$ cat config.mk
export PLATFORM = sky130hd
export DESIGN_NAME = hcs_top
export DESIGN_NICKNAME = d
export VERILOG_FILES = /design/src/hcs_pkg.sv /design/src/hcs_resume_timer.sv /design/src/hcs_top.sv
export SDC_FILE = /design/constraint.sdc
export NUM_CORES = 1
export LEC_CHECK = 0
export ABC_AREA = 1
export CORE_MARGIN = 2
export CORE_UTILIZATION = 45
export CTS_CLUSTER_DIAMETER = 100
export DETAILED_ROUTE_END_ITERATION = 10
export DONT_BUFFER_PORTS = 1
export SLEW_MARGIN = 20
export SYNTH_ARGS = -nofsm -noshare
export SYNTH_HDL_FRONTEND = slang
export SYNTH_SLANG_ARGS = --single-unit
$ cat constraint.sdc
create_clock -name mclk -period 7.5 [get_ports mclk]
set_clock_uncertainty 0.15 [all_clocks]
set_input_delay 1.875 -clock mclk [delete_from_list [all_inputs] [get_ports mclk]]
set_output_delay 1.875 -clock mclk [all_outputs]
set_load 0.05 [all_outputs]
$ cat src/hcs_pkg.sv
// package for the channel service command logic: codes, layouts and timing
package hcs_pkg;

	localparam int          HCS_NCH          = 4;
	localparam logic [7:0]  HCS_CHAN_MAX     = 8'h03;
	localparam logic [7:0]  HCS_CHAN_ALL     = 8'hff;

	localparam logic [7:0]  HCS_CMD_DEVINFO  = 8'h02;
	localparam logic [7:0]  HCS_CMD_SUSPEND  = 8'h05;
	localparam logic [7:0]  HCS_CMD_RESUME   = 8'h06;

	localparam logic [7:0]  HCS_ST_SUCCESS                  = 8'h00;
	localparam logic [7:0]  HCS_ST_GATHERING_IN_PROGRESS_CODE = 8'h34;
	localparam logic [7:0]  HCS_ST_REQUEST_REJECTED_CODE      = 8'h35;

	localparam logic [7:0]  HCS_RSP_COUNT    = 8'h01;
	localparam logic [7:0]  HCS_RSP_HANDLE   = 8'h00;

	localparam longint      HCS_CLK_HZ       = 64'd200000000;
	localparam longint      HCS_SUSP_TIME_S  = 64'd180;
	localparam int          HCS_TMR_W        = 36;
	localparam logic [HCS_TMR_W-1:0] HCS_SUSP_CYCLES =
		HCS_TMR_W'(HCS_SUSP_TIME_S * HCS_CLK_HZ);

	typedef struct packed {
		logic       valid;
		logic [7:0] chan;
		logic [7:0] cmd;
	} hcs_req_t;

	typedef struct packed {
		logic       valid;
		logic [7:0] chan;
		logic [7:0] status;
		logic [7:0] count;
		logic [7:0] handle;
	} hcs_rsp_t;

	typedef struct packed {
		logic [HCS_NCH-1:0] enabled;
		logic [HCS_NCH-1:0] linked;
		logic [HCS_NCH-1:0] gathering;
		logic [HCS_NCH-1:0] info_avail;
	} hcs_chan_t;

	typedef enum logic {
		HCS_CH_RUN,
		HCS_CH_SUSP
	} hcs_chst_t;

endpackage

$ cat src/hcs_resume_timer.sv
// down counter that ends a channel suspension after a fixed time
`timescale 1ns/10ps
module hcs_resume_timer #(
	parameter int                 W      = 36,
	parameter logic [W-1:0]       CYCLES = '1
) (
	input  wire logic             clk,     // system clock
	input  wire logic             rst_n,   // synchronised reset, active low
	input  wire logic             ce,      // clock enable
	input  wire logic             load,    // start or restart full period
	input  wire logic             clear,   // abandon the period
	output logic                  expire   // one-cycle pulse at end of period
);

	logic [W-1:0] cnt_q;
	logic [W-1:0] cnt_d;
	logic         run_q;
	logic         run_d;
	logic         exp_q;
	logic         exp_d;

	always_comb begin
		cnt_d = cnt_q;
		run_d = run_q;
		exp_d = 1'b0;
		if (clear) begin
			run_d = 1'b0;
		end else if (load) begin
			cnt_d = CYCLES;
			run_d = 1'b1;
		end else if (run_q) begin
			if (cnt_q <= W'(1)) begin
				run_d = 1'b0;
				exp_d = 1'b1;
			end else begin
				cnt_d = cnt_q - W'(1);
			end
		end
	end

	always_ff @(posedge clk or negedge rst_n) begin
		if (!rst_n) begin
			cnt_q <= '0;
			run_q <= 1'b0;
			exp_q <= 1'b0;
		end else if (ce) begin
			cnt_q <= cnt_d;
			run_q <= run_d;
			exp_q <= exp_d;
		end
	end

	assign expire = exp_q & ce;

endmodule // hcs_resume_timer

$ cat src/hcs_top.sv
// channel service command interpreter: device-info status and suspend/resume
//
// Overview of operation
// - device-info request answers success when command, channel valid and info available.
// - device-info answers running when enabled, linked and already gathering; nothing started.
// - device-info answers rejected for bad command or channel, disabled, unlinked, otherwise.
// - suspend on an enabled channel keeps configuration and halts its field traffic.
// - configuration change overrides suspension and resets field function; suspension not kept.
// - resume on a suspended channel restores normal field operation.
// - output image bit also requests suspend or resume, handled like the command.
// - resume on a channel that is not suspended is ignored.
// - suspension ends automatically after three minutes; pass-through reloads full period.
// - first request byte is channel 0 to 3, or all-ones for every channel.
// - second request byte 0x05 suspends, 0x06 resumes.
// - suspend/resume reply echoes channel, then status, count one, handle zero.
// - suspend/resume status is 00 success or 35 rejected, state at receipt.
// - suspend/resume succeeds when valid, enabled and start-up connection finished.
// - pairing of suspend and resume is not checked; repeat suspend still succeeds.
// - suspend/resume rejected when disabled, unlinked, still gathering, or otherwise.
// - device-info status codes are 34 for running and 35 for rejected.
// - every reply carries status as second byte after the echoed channel.
`timescale 1ns/10ps
module hcs_top #(
	parameter logic [hcs_pkg::HCS_TMR_W-1:0] SUSP_CYCLES = hcs_pkg::HCS_SUSP_CYCLES
) (
	input  wire logic                        mclk,          // 200 MHz system clock
	input  wire logic                        arst_n,        // async reset, active low
	input  wire logic                        ce,            // clock enable, freezes state
	input  wire hcs_pkg::hcs_req_t           req,           // request packet, valid one cycle
	input  wire hcs_pkg::hcs_chan_t          chan_st,       // per-channel field state
	input  wire logic [hcs_pkg::HCS_NCH-1:0] oimg_suspend,  // output image suspend bits
	input  wire logic [hcs_pkg::HCS_NCH-1:0] cfg_change,    // configuration change pulses
	input  wire logic [hcs_pkg::HCS_NCH-1:0] passthru_req,  // pass-through request pulses
	output hcs_pkg::hcs_rsp_t                rsp,           // reply packet, valid one cycle
	output logic [hcs_pkg::HCS_NCH-1:0]      ch_suspended,  // channel field traffic halted
	output logic [hcs_pkg::HCS_NCH-1:0]      ch_fp_reset    // field function reset pulse
);
	import hcs_pkg::*;

	// reset release
	logic rst_s1_q;
	logic rst_n_q;

	always_ff @(posedge mclk or negedge arst_n) begin
		if (!arst_n) begin
			rst_s1_q <= 1'b0;
			rst_n_q  <= 1'b0;
		end else begin
			rst_s1_q <= 1'b1;
			rst_n_q  <= rst_s1_q;
		end
	end

	// decoding for the command path; sr_ready also serves the image path
	function automatic logic chan_single(input logic [7:0] c);
		chan_single = (c <= HCS_CHAN_MAX);
	endfunction

	function automatic logic chan_legal(input logic [7:0] c);
		chan_legal = chan_single(c) || (c == HCS_CHAN_ALL);
	endfunction

	function automatic logic sr_ready(input hcs_chan_t s, input int i);
		sr_ready = s.enabled[i] && s.linked[i] && !s.gathering[i];
	endfunction

	// per-channel targeting of the current request
	logic [HCS_NCH-1:0] tgt;
	logic [HCS_NCH-1:0] ok;
	logic               is_sr;
	logic               is_susp;
	logic               is_res;
	logic               is_info;

	always_comb begin
		is_susp = req.valid && (req.cmd == HCS_CMD_SUSPEND);
		is_res  = req.valid && (req.cmd == HCS_CMD_RESUME);
		is_info = req.valid && (req.cmd == HCS_CMD_DEVINFO);
		is_sr   = is_susp || is_res;
		for (int i = 0; i < HCS_NCH; i++) begin
			tgt[i] = (req.chan == HCS_CHAN_ALL) ||
				(chan_single(req.chan) && (req.chan[1:0] == 2'(i)));
			ok[i]  = tgt[i] && sr_ready(chan_st, i);
		end
	end

	// output image edges act like commands
	logic [HCS_NCH-1:0] oimg_q;
	logic [HCS_NCH-1:0] oimg_d;
	logic [HCS_NCH-1:0] img_susp;
	logic [HCS_NCH-1:0] img_res;

	always_comb begin
		oimg_d = oimg_suspend;
		for (int i = 0; i < HCS_NCH; i++) begin
			img_susp[i] = oimg_suspend[i] && !oimg_q[i] && sr_ready(chan_st, i);
			img_res[i]  = !oimg_suspend[i] && oimg_q[i] && sr_ready(chan_st, i);
		end
	end

	always_ff @(posedge mclk or negedge rst_n_q) begin
		if (!rst_n_q) begin
			oimg_q <= '0;
		end else if (ce) begin
			oimg_q <= oimg_d;
		end
	end

	// per-channel suspension state and automatic resume
	hcs_chst_t          st_q [HCS_NCH];
	hcs_chst_t          st_d [HCS_NCH];
	logic [HCS_NCH-1:0] do_susp;
	logic [HCS_NCH-1:0] do_res;
	logic [HCS_NCH-1:0] tmr_load;
	logic [HCS_NCH-1:0] tmr_clear;
	logic [HCS_NCH-1:0] tmr_exp;
	logic [HCS_NCH-1:0] susp_d;
	logic [HCS_NCH-1:0] susp_q;
	logic [HCS_NCH-1:0] fpr_d;
	logic [HCS_NCH-1:0] fpr_q;

	genvar g;
	generate
		for (g = 0; g < HCS_NCH; g++) begin : g_ch
			hcs_resume_timer #(
				.W      (HCS_TMR_W),
				.CYCLES (SUSP_CYCLES)
			) u_tmr (
				.clk    (mclk),
				.rst_n  (rst_n_q),
				.ce     (ce),
				.load   (tmr_load[g]),
				.clear  (tmr_clear[g]),
				.expire (tmr_exp[g])
			);
		end
	endgenerate

	always_comb begin
		for (int i = 0; i < HCS_NCH; i++) begin
			// repeat suspend simply succeeds again and restarts the period
			do_susp[i] = (is_susp && ok[i]) || img_susp[i];
			do_res[i]  = ((is_res && ok[i]) || img_res[i]) && !do_susp[i];
			st_d[i]    = st_q[i];
			tmr_load[i]  = 1'b0;
			tmr_clear[i] = 1'b0;
			fpr_d[i]   = cfg_change[i];
			if (cfg_change[i]) begin
				// configuration change outranks any pending service request
				st_d[i]      = HCS_CH_RUN;
				tmr_clear[i] = 1'b1;
			end else begin
				case (st_q[i])
					HCS_CH_RUN: begin
						// resume while running falls through untouched
						if (do_susp[i]) begin
							st_d[i]     = HCS_CH_SUSP;
							tmr_load[i] = 1'b1;
						end
					end
					HCS_CH_SUSP: begin
						if (do_susp[i] || passthru_req[i]) begin
							tmr_load[i] = 1'b1;
						end else if (do_res[i]) begin
							st_d[i]      = HCS_CH_RUN;
							tmr_clear[i] = 1'b1;
						end else if (tmr_exp[i]) begin
							st_d[i] = HCS_CH_RUN;
						end
					end
					default: begin
						st_d[i] = HCS_CH_RUN;
					end
				endcase
			end
			susp_d[i] = (st_d[i] == HCS_CH_SUSP);
		end
	end

	always_ff @(posedge mclk or negedge rst_n_q) begin
		if (!rst_n_q) begin
			// power-up never inherits a suspension
			for (int i = 0; i < HCS_NCH; i++) begin
				st_q[i] <= HCS_CH_RUN;
			end
			susp_q <= '0;
			fpr_q  <= '0;
		end else if (ce) begin
			for (int i = 0; i < HCS_NCH; i++) begin
				st_q[i] <= st_d[i];
			end
			susp_q <= susp_d;
			fpr_q  <= fpr_d;
		end
	end

	// reply builder; status judged from state at the cycle of receipt
	hcs_rsp_t rsp_d;
	hcs_rsp_t rsp_q;
	logic     info_chan_ok;
	logic [1:0] ci;

	always_comb begin
		ci           = req.chan[1:0];
		info_chan_ok = chan_single(req.chan);
		rsp_d        = '0;
		rsp_d.valid  = req.valid;
		rsp_d.chan   = req.chan;
		rsp_d.count  = HCS_RSP_COUNT;
		rsp_d.handle = HCS_RSP_HANDLE;
		rsp_d.status = HCS_ST_REQUEST_REJECTED_CODE;
		if (is_info && info_chan_ok) begin
			if (chan_st.info_avail[ci]) begin
				rsp_d.status = HCS_ST_SUCCESS;
			end else if (chan_st.enabled[ci] && chan_st.linked[ci] &&
				chan_st.gathering[ci]) begin
				// only reports; no gathering is started from here
				rsp_d.status = HCS_ST_GATHERING_IN_PROGRESS_CODE;
			end
		end else if (is_sr && chan_legal(req.chan) && (|ok)) begin
			rsp_d.status = HCS_ST_SUCCESS;
		end
	end

	always_ff @(posedge mclk or negedge rst_n_q) begin
		if (!rst_n_q) begin
			rsp_q <= '0;
		end else if (ce) begin
			rsp_q <= rsp_d;
		end
	end

	assign rsp          = rsp_q;
	assign ch_suspended = susp_q;
	assign ch_fp_reset  = fpr_q;

endmodule // hcs_top
* After elaboration in Yosys (flattened, before gate mapping)
Index checks and enable logic that the tools add are counted.
** Cells by class
- Add/sub/neg operators :: 4
- Order comparisons :: 6
- Eq/ne operators :: 11
- Multiplexer cells :: 108
- Bitwise logic cells :: 12
- Reduce and logical (&&, ||, !) cells :: 96
** Operators by type and width (number)
- two-way mux 36 bit :: 12
- less-or-equal comparator 36 x 1 -> 1 bit (second input constant) :: 4
- subtractor 36 x 1 -> 36 bit (second input constant) :: 4
- two-way mux 1 bit :: 81
- logical AND 1 bit :: 52
- logical OR 1 bit :: 18
- equality test 8 x 3 -> 1 bit (second input constant) :: 2
- logical NOT 1 bit :: 16
- two-way mux 8 bit :: 2
- case mux 1 bit (2 select lines) :: 8
- AND reduction 4 bit :: 4
- binary-select mux 1 bit (select 2 bit) :: 4
- equality test 8 x 2 -> 1 bit (second input constant) :: 1
- equality test 8 bit (second input constant) :: 1
- less-or-equal comparator 8 x 2 -> 1 bit (second input constant) :: 1
- inequality test 2 x 1 -> 1 bit (second input constant) :: 4
- inverter 1 bit :: 8
- nonzero test 2 bit :: 4
- two-way mux 6 bit :: 1
- bitwise AND 1 bit :: 4
- equality test 2 bit (second input constant) :: 2
- OR reduction 4 bit :: 1
- < comparator 2 x 3 -> 1 bit (second input constant) :: 1
- equality test 2 x 1 -> 1 bit (second input constant) :: 1
- logical NOT 2 bit :: 1
** Word-level totals
- Register bits :: 188
- Input port bits :: 48
- Output and inout port bits :: 41
- Word-level logic and storage cells :: 262

* Depth between registers and ports, before layout
- Depth after elaboration :: 14
- Depth in mapped cells :: 14
- Mapped depth without buffers :: 12

* By module
From an unflattened synthesis, not the netlist that was laid out.
** Second synthesis, totals
- Cells, all modules :: 1871
- Area total of the unflattened synthesis :: 12633.4 um^2
** Modules (own cells, without submodules)
- hcs_resume_timer :: instances 4, cells each 400, area an instance 2687.6 um^2, seq. area each 950.9 um^2
- hcs_top :: instances 1, cells each 271, area an instance 1883.1 um^2, seq. area each 650.6 um^2

* Least setup slack after synthesis
OpenSTA, ideal clock, no wires.
- Path type :: in2reg
- Start :: input req[7] (netlist bit)
- End :: register g_ch[0].u_tmr.cnt_q[24]
- Setup time :: 117 ps
- Data arrival time :: 3158 ps
- Required time :: 7233 ps
- Path slack :: 4075 ps
- Stages on the path :: 12
- Path buffers :: 2
- Cells stage by stage :: nor2_1 > nand2_1 > nor3_1 > nand3_1 > nand2_1 > inv_1 > nor2_1 > nor2_2 > buf_4 > buf_6 > nand3_1 > nand2_1
** On the way
- Cells in the longest elaborated chain, start to end :: 12
- Elaborated cells on any way between the ends :: 24
- Those cells by class :: eq/ne (3); mux (9); bitwise (1); reduce/logical (11)
** Ends and longest elaborated chain
- from (decl) :: RTL line hcs_top.sv:29 : input wire hcs_pkg::hcs_req_t req,
- equality test 8 x 3 -> 1 bit :: RTL line hcs_top.sv:76 : is_susp = req.valid && (req.cmd == HCS_CMD_SUSPEND);
- logical AND 1 bit :: RTL line hcs_top.sv:76
- logical AND 1 bit :: RTL line hcs_top.sv:142 : do_susp[i] = (is_susp && ok[i]) || img_susp[i];
- logical OR 1 bit :: RTL line hcs_top.sv:142
- logical NOT 1 bit :: RTL line hcs_top.sv:143 : do_res[i] = ((is_res && ok[i]) || img_res[i]) && !do_susp[i];
- logical AND 1 bit :: RTL line hcs_top.sv:143
- two-way mux 1 bit :: RTL line hcs_top.sv:164 : end else if (do_res[i]) begin
- two-way mux 1 bit :: RTL line hcs_top.sv:162 : if (do_susp[i] || passthru_req[i]) begin
- two-way mux 1 bit :: RTL line hcs_top.sv:153 : case (st_q[i])
- two-way mux 1 bit :: RTL line hcs_top.sv:148 : if (cfg_change[i]) begin
- inverter 1 bit (no line)
- AND reduction 4 bit (no line)
- to (signal assigned) :: RTL line hcs_resume_timer.sv:47 : cnt_q <= cnt_d;
- to (decl) :: RTL line hcs_resume_timer.sv:15 : logic [W-1:0] cnt_q;
Several ways; a longest one is shown, not always the timed one.
A chain may end at the register's enable or synchronous reset.

* Final worst setup path
- Start :: input req[10] (netlist bit)
- End :: register g_ch[3].u_tmr.cnt_q[25]
** On the way
- Cells in the longest elaborated chain, start to end :: 14
- Elaborated cells on any way between the ends :: 25
- Those cells by class :: order compare (1); eq/ne (2); mux (9); bitwise (1); reduce/logical (12)
** Ends and longest elaborated chain
- less-or-equal comparator 8 x 2 -> 1 bit :: RTL line hcs_top.sv:56 : chan_single = (c <= HCS_CHAN_MAX);
- logical AND 1 bit :: RTL line hcs_top.sv:82 : (chan_single(req.chan) && (req.chan[1:0] == 2'(i)));
- logical OR 1 bit * :: RTL line hcs_top.sv:81 : tgt[i] = (req.chan == HCS_CHAN_ALL) ||
- logical AND 1 bit * :: RTL line hcs_top.sv:83 : ok[i] = tgt[i] && sr_ready(chan_st, i);
- logical AND 1 bit :: RTL line hcs_top.sv:142
- logical OR 1 bit :: RTL line hcs_top.sv:142
- logical NOT 1 bit :: RTL line hcs_top.sv:143
- logical AND 1 bit :: RTL line hcs_top.sv:143
- two-way mux 1 bit :: RTL line hcs_top.sv:164
- two-way mux 1 bit :: RTL line hcs_top.sv:162
- two-way mux 1 bit :: RTL line hcs_top.sv:153
- two-way mux 1 bit :: RTL line hcs_top.sv:148
- inverter 1 bit (no line)
- AND reduction 4 bit (no line)
- to (signal assigned) :: RTL line hcs_resume_timer.sv:47
- to (decl) :: RTL line hcs_resume_timer.sv:15
Every way passes the cells marked *; elsewhere a longest branch is shown, timed or not.

==> flow_summary.yaml <==
timing:
  relSlewSlack: 0.382
  finalCritPeriodShare: 0.572
  worst_slew_pin_slew_ps: 926
  hold_violations: 0
  maxClockFrequency_ghz: 0.233
  tns_ps: 0
  slew_violations: 0
  setup_viol: 0
  rsz0062_at_grt: "no"
  final.min_clock_period_ps: 4290
synth:
  synth_cell_types: 37
  avgSynthCellArea_um2: 6.65
  syn_inst: 1911
  async_reset_ff_frac: 1.00
  ys_seq_area_frac: 0.351
  syn_area_mm2: 0.0127
  ys_ff_latch: 178
  synth_edf_count: 0
  yosysWarnings: 0
  synthFlopType: "dfrtp_1"
cts:
  cts_setup_buffers: 0
  cts_buffers: 17
  root_buffer: "clkbuf_16"
  cts_resized: 0
  clkSlewWorstSetupHoldPaths_ps: 80
  clock_sinks: 178
  hold_buffers: 0
  cts_tree: "done"
  cts_buffer_depth: 2
  htreeDepth: 4
  clock_latency_ps: 450
grt:
  grtUsageTotal: 0.251
  grt_max_degree: 81
  grt_antenna_before_repair: 2
  overflow: 0
  grt_pass1_vias: 11400
  grt_pass1_wl_um: 59200
worst_setup_path:
  cp-start-kind: "primary input"
  critical_path.top_delay_family: "simple AND/OR/NAND/NOR gates"
  critPathArrivalTime_ps: 4470
  end_kind: "flop"
  cp.required_ps: 7680
  critPathMaxStageDelay_ps: 410
  path_cells: "nor2_1 -> nand3_1 -> nand2_2 -> nand3_2 -> o211ai_4 -> nand2_2 -> nand2_4 -> nand2_4 -> nand2_1 -> nand2_1"
  critical_path_class: "in -> reg"
  worstPathMaxFanout: 37
  path_buf_inv: 0
  crit_slowest_cell: "nand2_4"
die:
  floorplan.initialDensity: 0.457
  dieArea_mm2: 0.0296
  row_count: 61
  core_mm2: 0.0278
  die_h_um: 172
  io_pins: 89
  dieWidth_um: 172
route:
  vias: 11800
  wl_per_cell_um: 15.5
  drc: 0
  vias_per_cell: 5.21
  detail-route-antenna-nets: 0
  routed_wl_um: 35100
  first_pass_iters: 6
  drt_iter0_drc: 813
placement:
  portBuffers: 0
  place_inst: 2228
  gp_congestion: 0.911
  dp_hpwl_um: 25500
layout:
  layout.cells.non_filler: 2261
  fillers: 2963
  syn2layout_area_growth_pct: 4.77
  drive_above_1_share: 0.0409
  finalNetCount: 1925
pwr:
  p_sw_frac: 0.486
  ir_drop_mv: 0.153
  pwr-share-seq: 0.335
  p_leak_uw: 0.00680
  p_int_uw: 2710
  clkPwrFrac: 0.177
  combPwrFrac: 0.488
  power.density_mw_per_mm2: 396
  p_sw_uw: 2560
job:
  cap_violations: 0
worst_hold_path:
  hp-class: "reg -> async"
outcome:
  status: "finished clean"
## flip-flops by register name (all words and copies together) (netlist names)
| register | count |
|---|---|
| g_ch.u_tmr.cnt_q | 144 |
| rsp | 12 |
| ch_fp_reset | 4 |
| g_ch.u_tmr.exp_q | 4 |
| g_ch.u_tmr.run_q | 4 |
| oimg_q | 4 |
| ch_suspended | 3 |
| rst_n_q | 1 |
| rst_s1_q | 1 |
| st_q | 1 |
## path summary, 6_finish.rpt
check                         start                 endpoint  slack [ps]  depth (start not counted)
min in group mclk          rst_s1_q                  rst_n_q         210                          0
max                         req[10]  g_ch[3].u_tmr.cnt_q[25]        3210                         10
min reg2reg                 rst_n_q   g_ch[1].u_tmr.cnt_q[4]         100                          0
max reg2reg                 st_q[0]  g_ch[3].u_tmr.cnt_q[25]        4310                          8
min                         rst_n_q   g_ch[1].u_tmr.cnt_q[4]         100                          0
max in group asynchronous   rst_n_q   g_ch[3].u_tmr.cnt_q[5]        5830                          1
## cells by family (layout without fill, tap and decap cells)
logic type | after synthesis | count (layout) | share of synthesized area
AO/OA/AOI/OAI | 140 | 140 | 0.0596
XOR/XNOR | 121 | 121 | 0.0834
adder cells (fa/ha/maj) | 8 | 8 | 0.00788
buffers and inverters | 205 | 157 | 0.0833
flip-flops | 178 | 178 | 0.351
other | 2 | 22 | 0.000591
AND/OR/NAND/NOR | 1257 | 1257 | 0.415
## power by group through the flow
| stage | Combinational (µW) | Clock (µW) | Sequential (µW) |
|---|---|---|---|
| after detailed placement | 2560 | 0 | 1770 |
| after global routing | 2990 | 989 | 1820 |
| final | 2570 | 931 | 1770 |
| after global placement | 2530 | 0 | 1770 |
| after floorplan | 2090 | 0 | 1660 |
| after CTS | 2570 | 950 | 1760 |
## layer usage
| layer | global-route usage | vias to the layer above | share of wire |
|---|---|---|---|
| li1 | - | 5965 | - |
| met1 | 0.346 | 5550 | 0.48 |
| met2 | 0.403 | 224 | 0.45 |
| met3 | 0.0449 | 36 | 0.045 |
| met4 | 0.0756 | 0 | 0.021 |
| met5 | 0 | - | 0 |
## metrics by stage
| step | instance area [µm²] | util | power (µW) | hold slack [ps] | setup slack, ps |
|---|---|---|---|---|---|
| finish | 13300 | 0.479 | 5270 | 101 | 3210 |
| detailed placement | 12700 | 0.457 | 4330 | 117 | 2670 |
| CTS | 13300 | 0.478 | 5280 | 116 | 3140 |
| global placement | 12700 | 0.457 | 4300 | 109 | 2820 |
| global route | 13300 | 0.479 | 5810 | 149 | 2940 |
| floorplan | 12800 | - | 3750 | 181 | 2020 |
## cell usage in the layout (no fill, tap or decap), types with 2 or more instances in the layout
cell type / n
buf_4: 10
inv_6: 4
diode_2: 2
ha_1: 8
clkbuf_16: 17
nand3_2: 5
nand2_1: 634
nand2_2: 6
nand3_1: 215
nand3b_1: 2
nand4_1: 41
nor3_1: 11
inv_1: 110
bufinv_16: 2
nor2_2: 5
clkinvlp_4: 5
dfrtp_1: 177
nand2_4: 11
conb_1: 20
o211ai_2: 3
xnor2_1: 51
a21oi_1: 109
o22ai_1: 3
clkinv_1: 4
nor2_1: 323
xor2_1: 70
o21ai_0: 15
o21bai_1: 2
a22oi_1: 3
## synth_stat cells, types with 2 or more instances
library cell	n	area (µm²)
nand2_1	634	2380
nor2_1	323	1210
nand3_1	215	1080
dfrtp_1	178	4450
inv_1	110	413
a21oi_1	109	546
xor2_1	70	613
xnor2_1	51	447
nand4_1	41	257
buf_4	32	240
clkbuf_1	27	101
buf_6	21	236
o21ai_0	15	75.1
nand2_4	11	124
nor3_1	11	55.1
buf_2	9	45.0
ha_1	8	100
nand2_2	6	37.5
nand3_2	5	50.1
nor2_2	5	31.3
clkinv_1	4	15.0
o211ai_2	4	50.1
a22oi_1	3	22.5
o22ai_1	3	18.8
conb_1	2	7.51
nand3b_1	2	15.0
o21bai_1	2	15.0
## layout make-up
| class | count | area [µm²] | share of cell area |
|---|---|---|---|
| well taps | 378 | 473 | 0.0355 |
| clock buffers | 18 | 439 | 0.0330 |
| inverters | 115 | 432 | 0.0324 |
| flip-flops and latches | 178 | 4460 | 0.335 |
| multi-input cells | 1546 | 7270 | 0.546 |
| repair buffers | 11 | 86.3 | 0.00649 |
| diodes | 2 | 5.00 | 0.000376 |
| clock inverters | 13 | 149 | 0.0112 |
No activity file was read; power rests on OpenSTA's default activity.
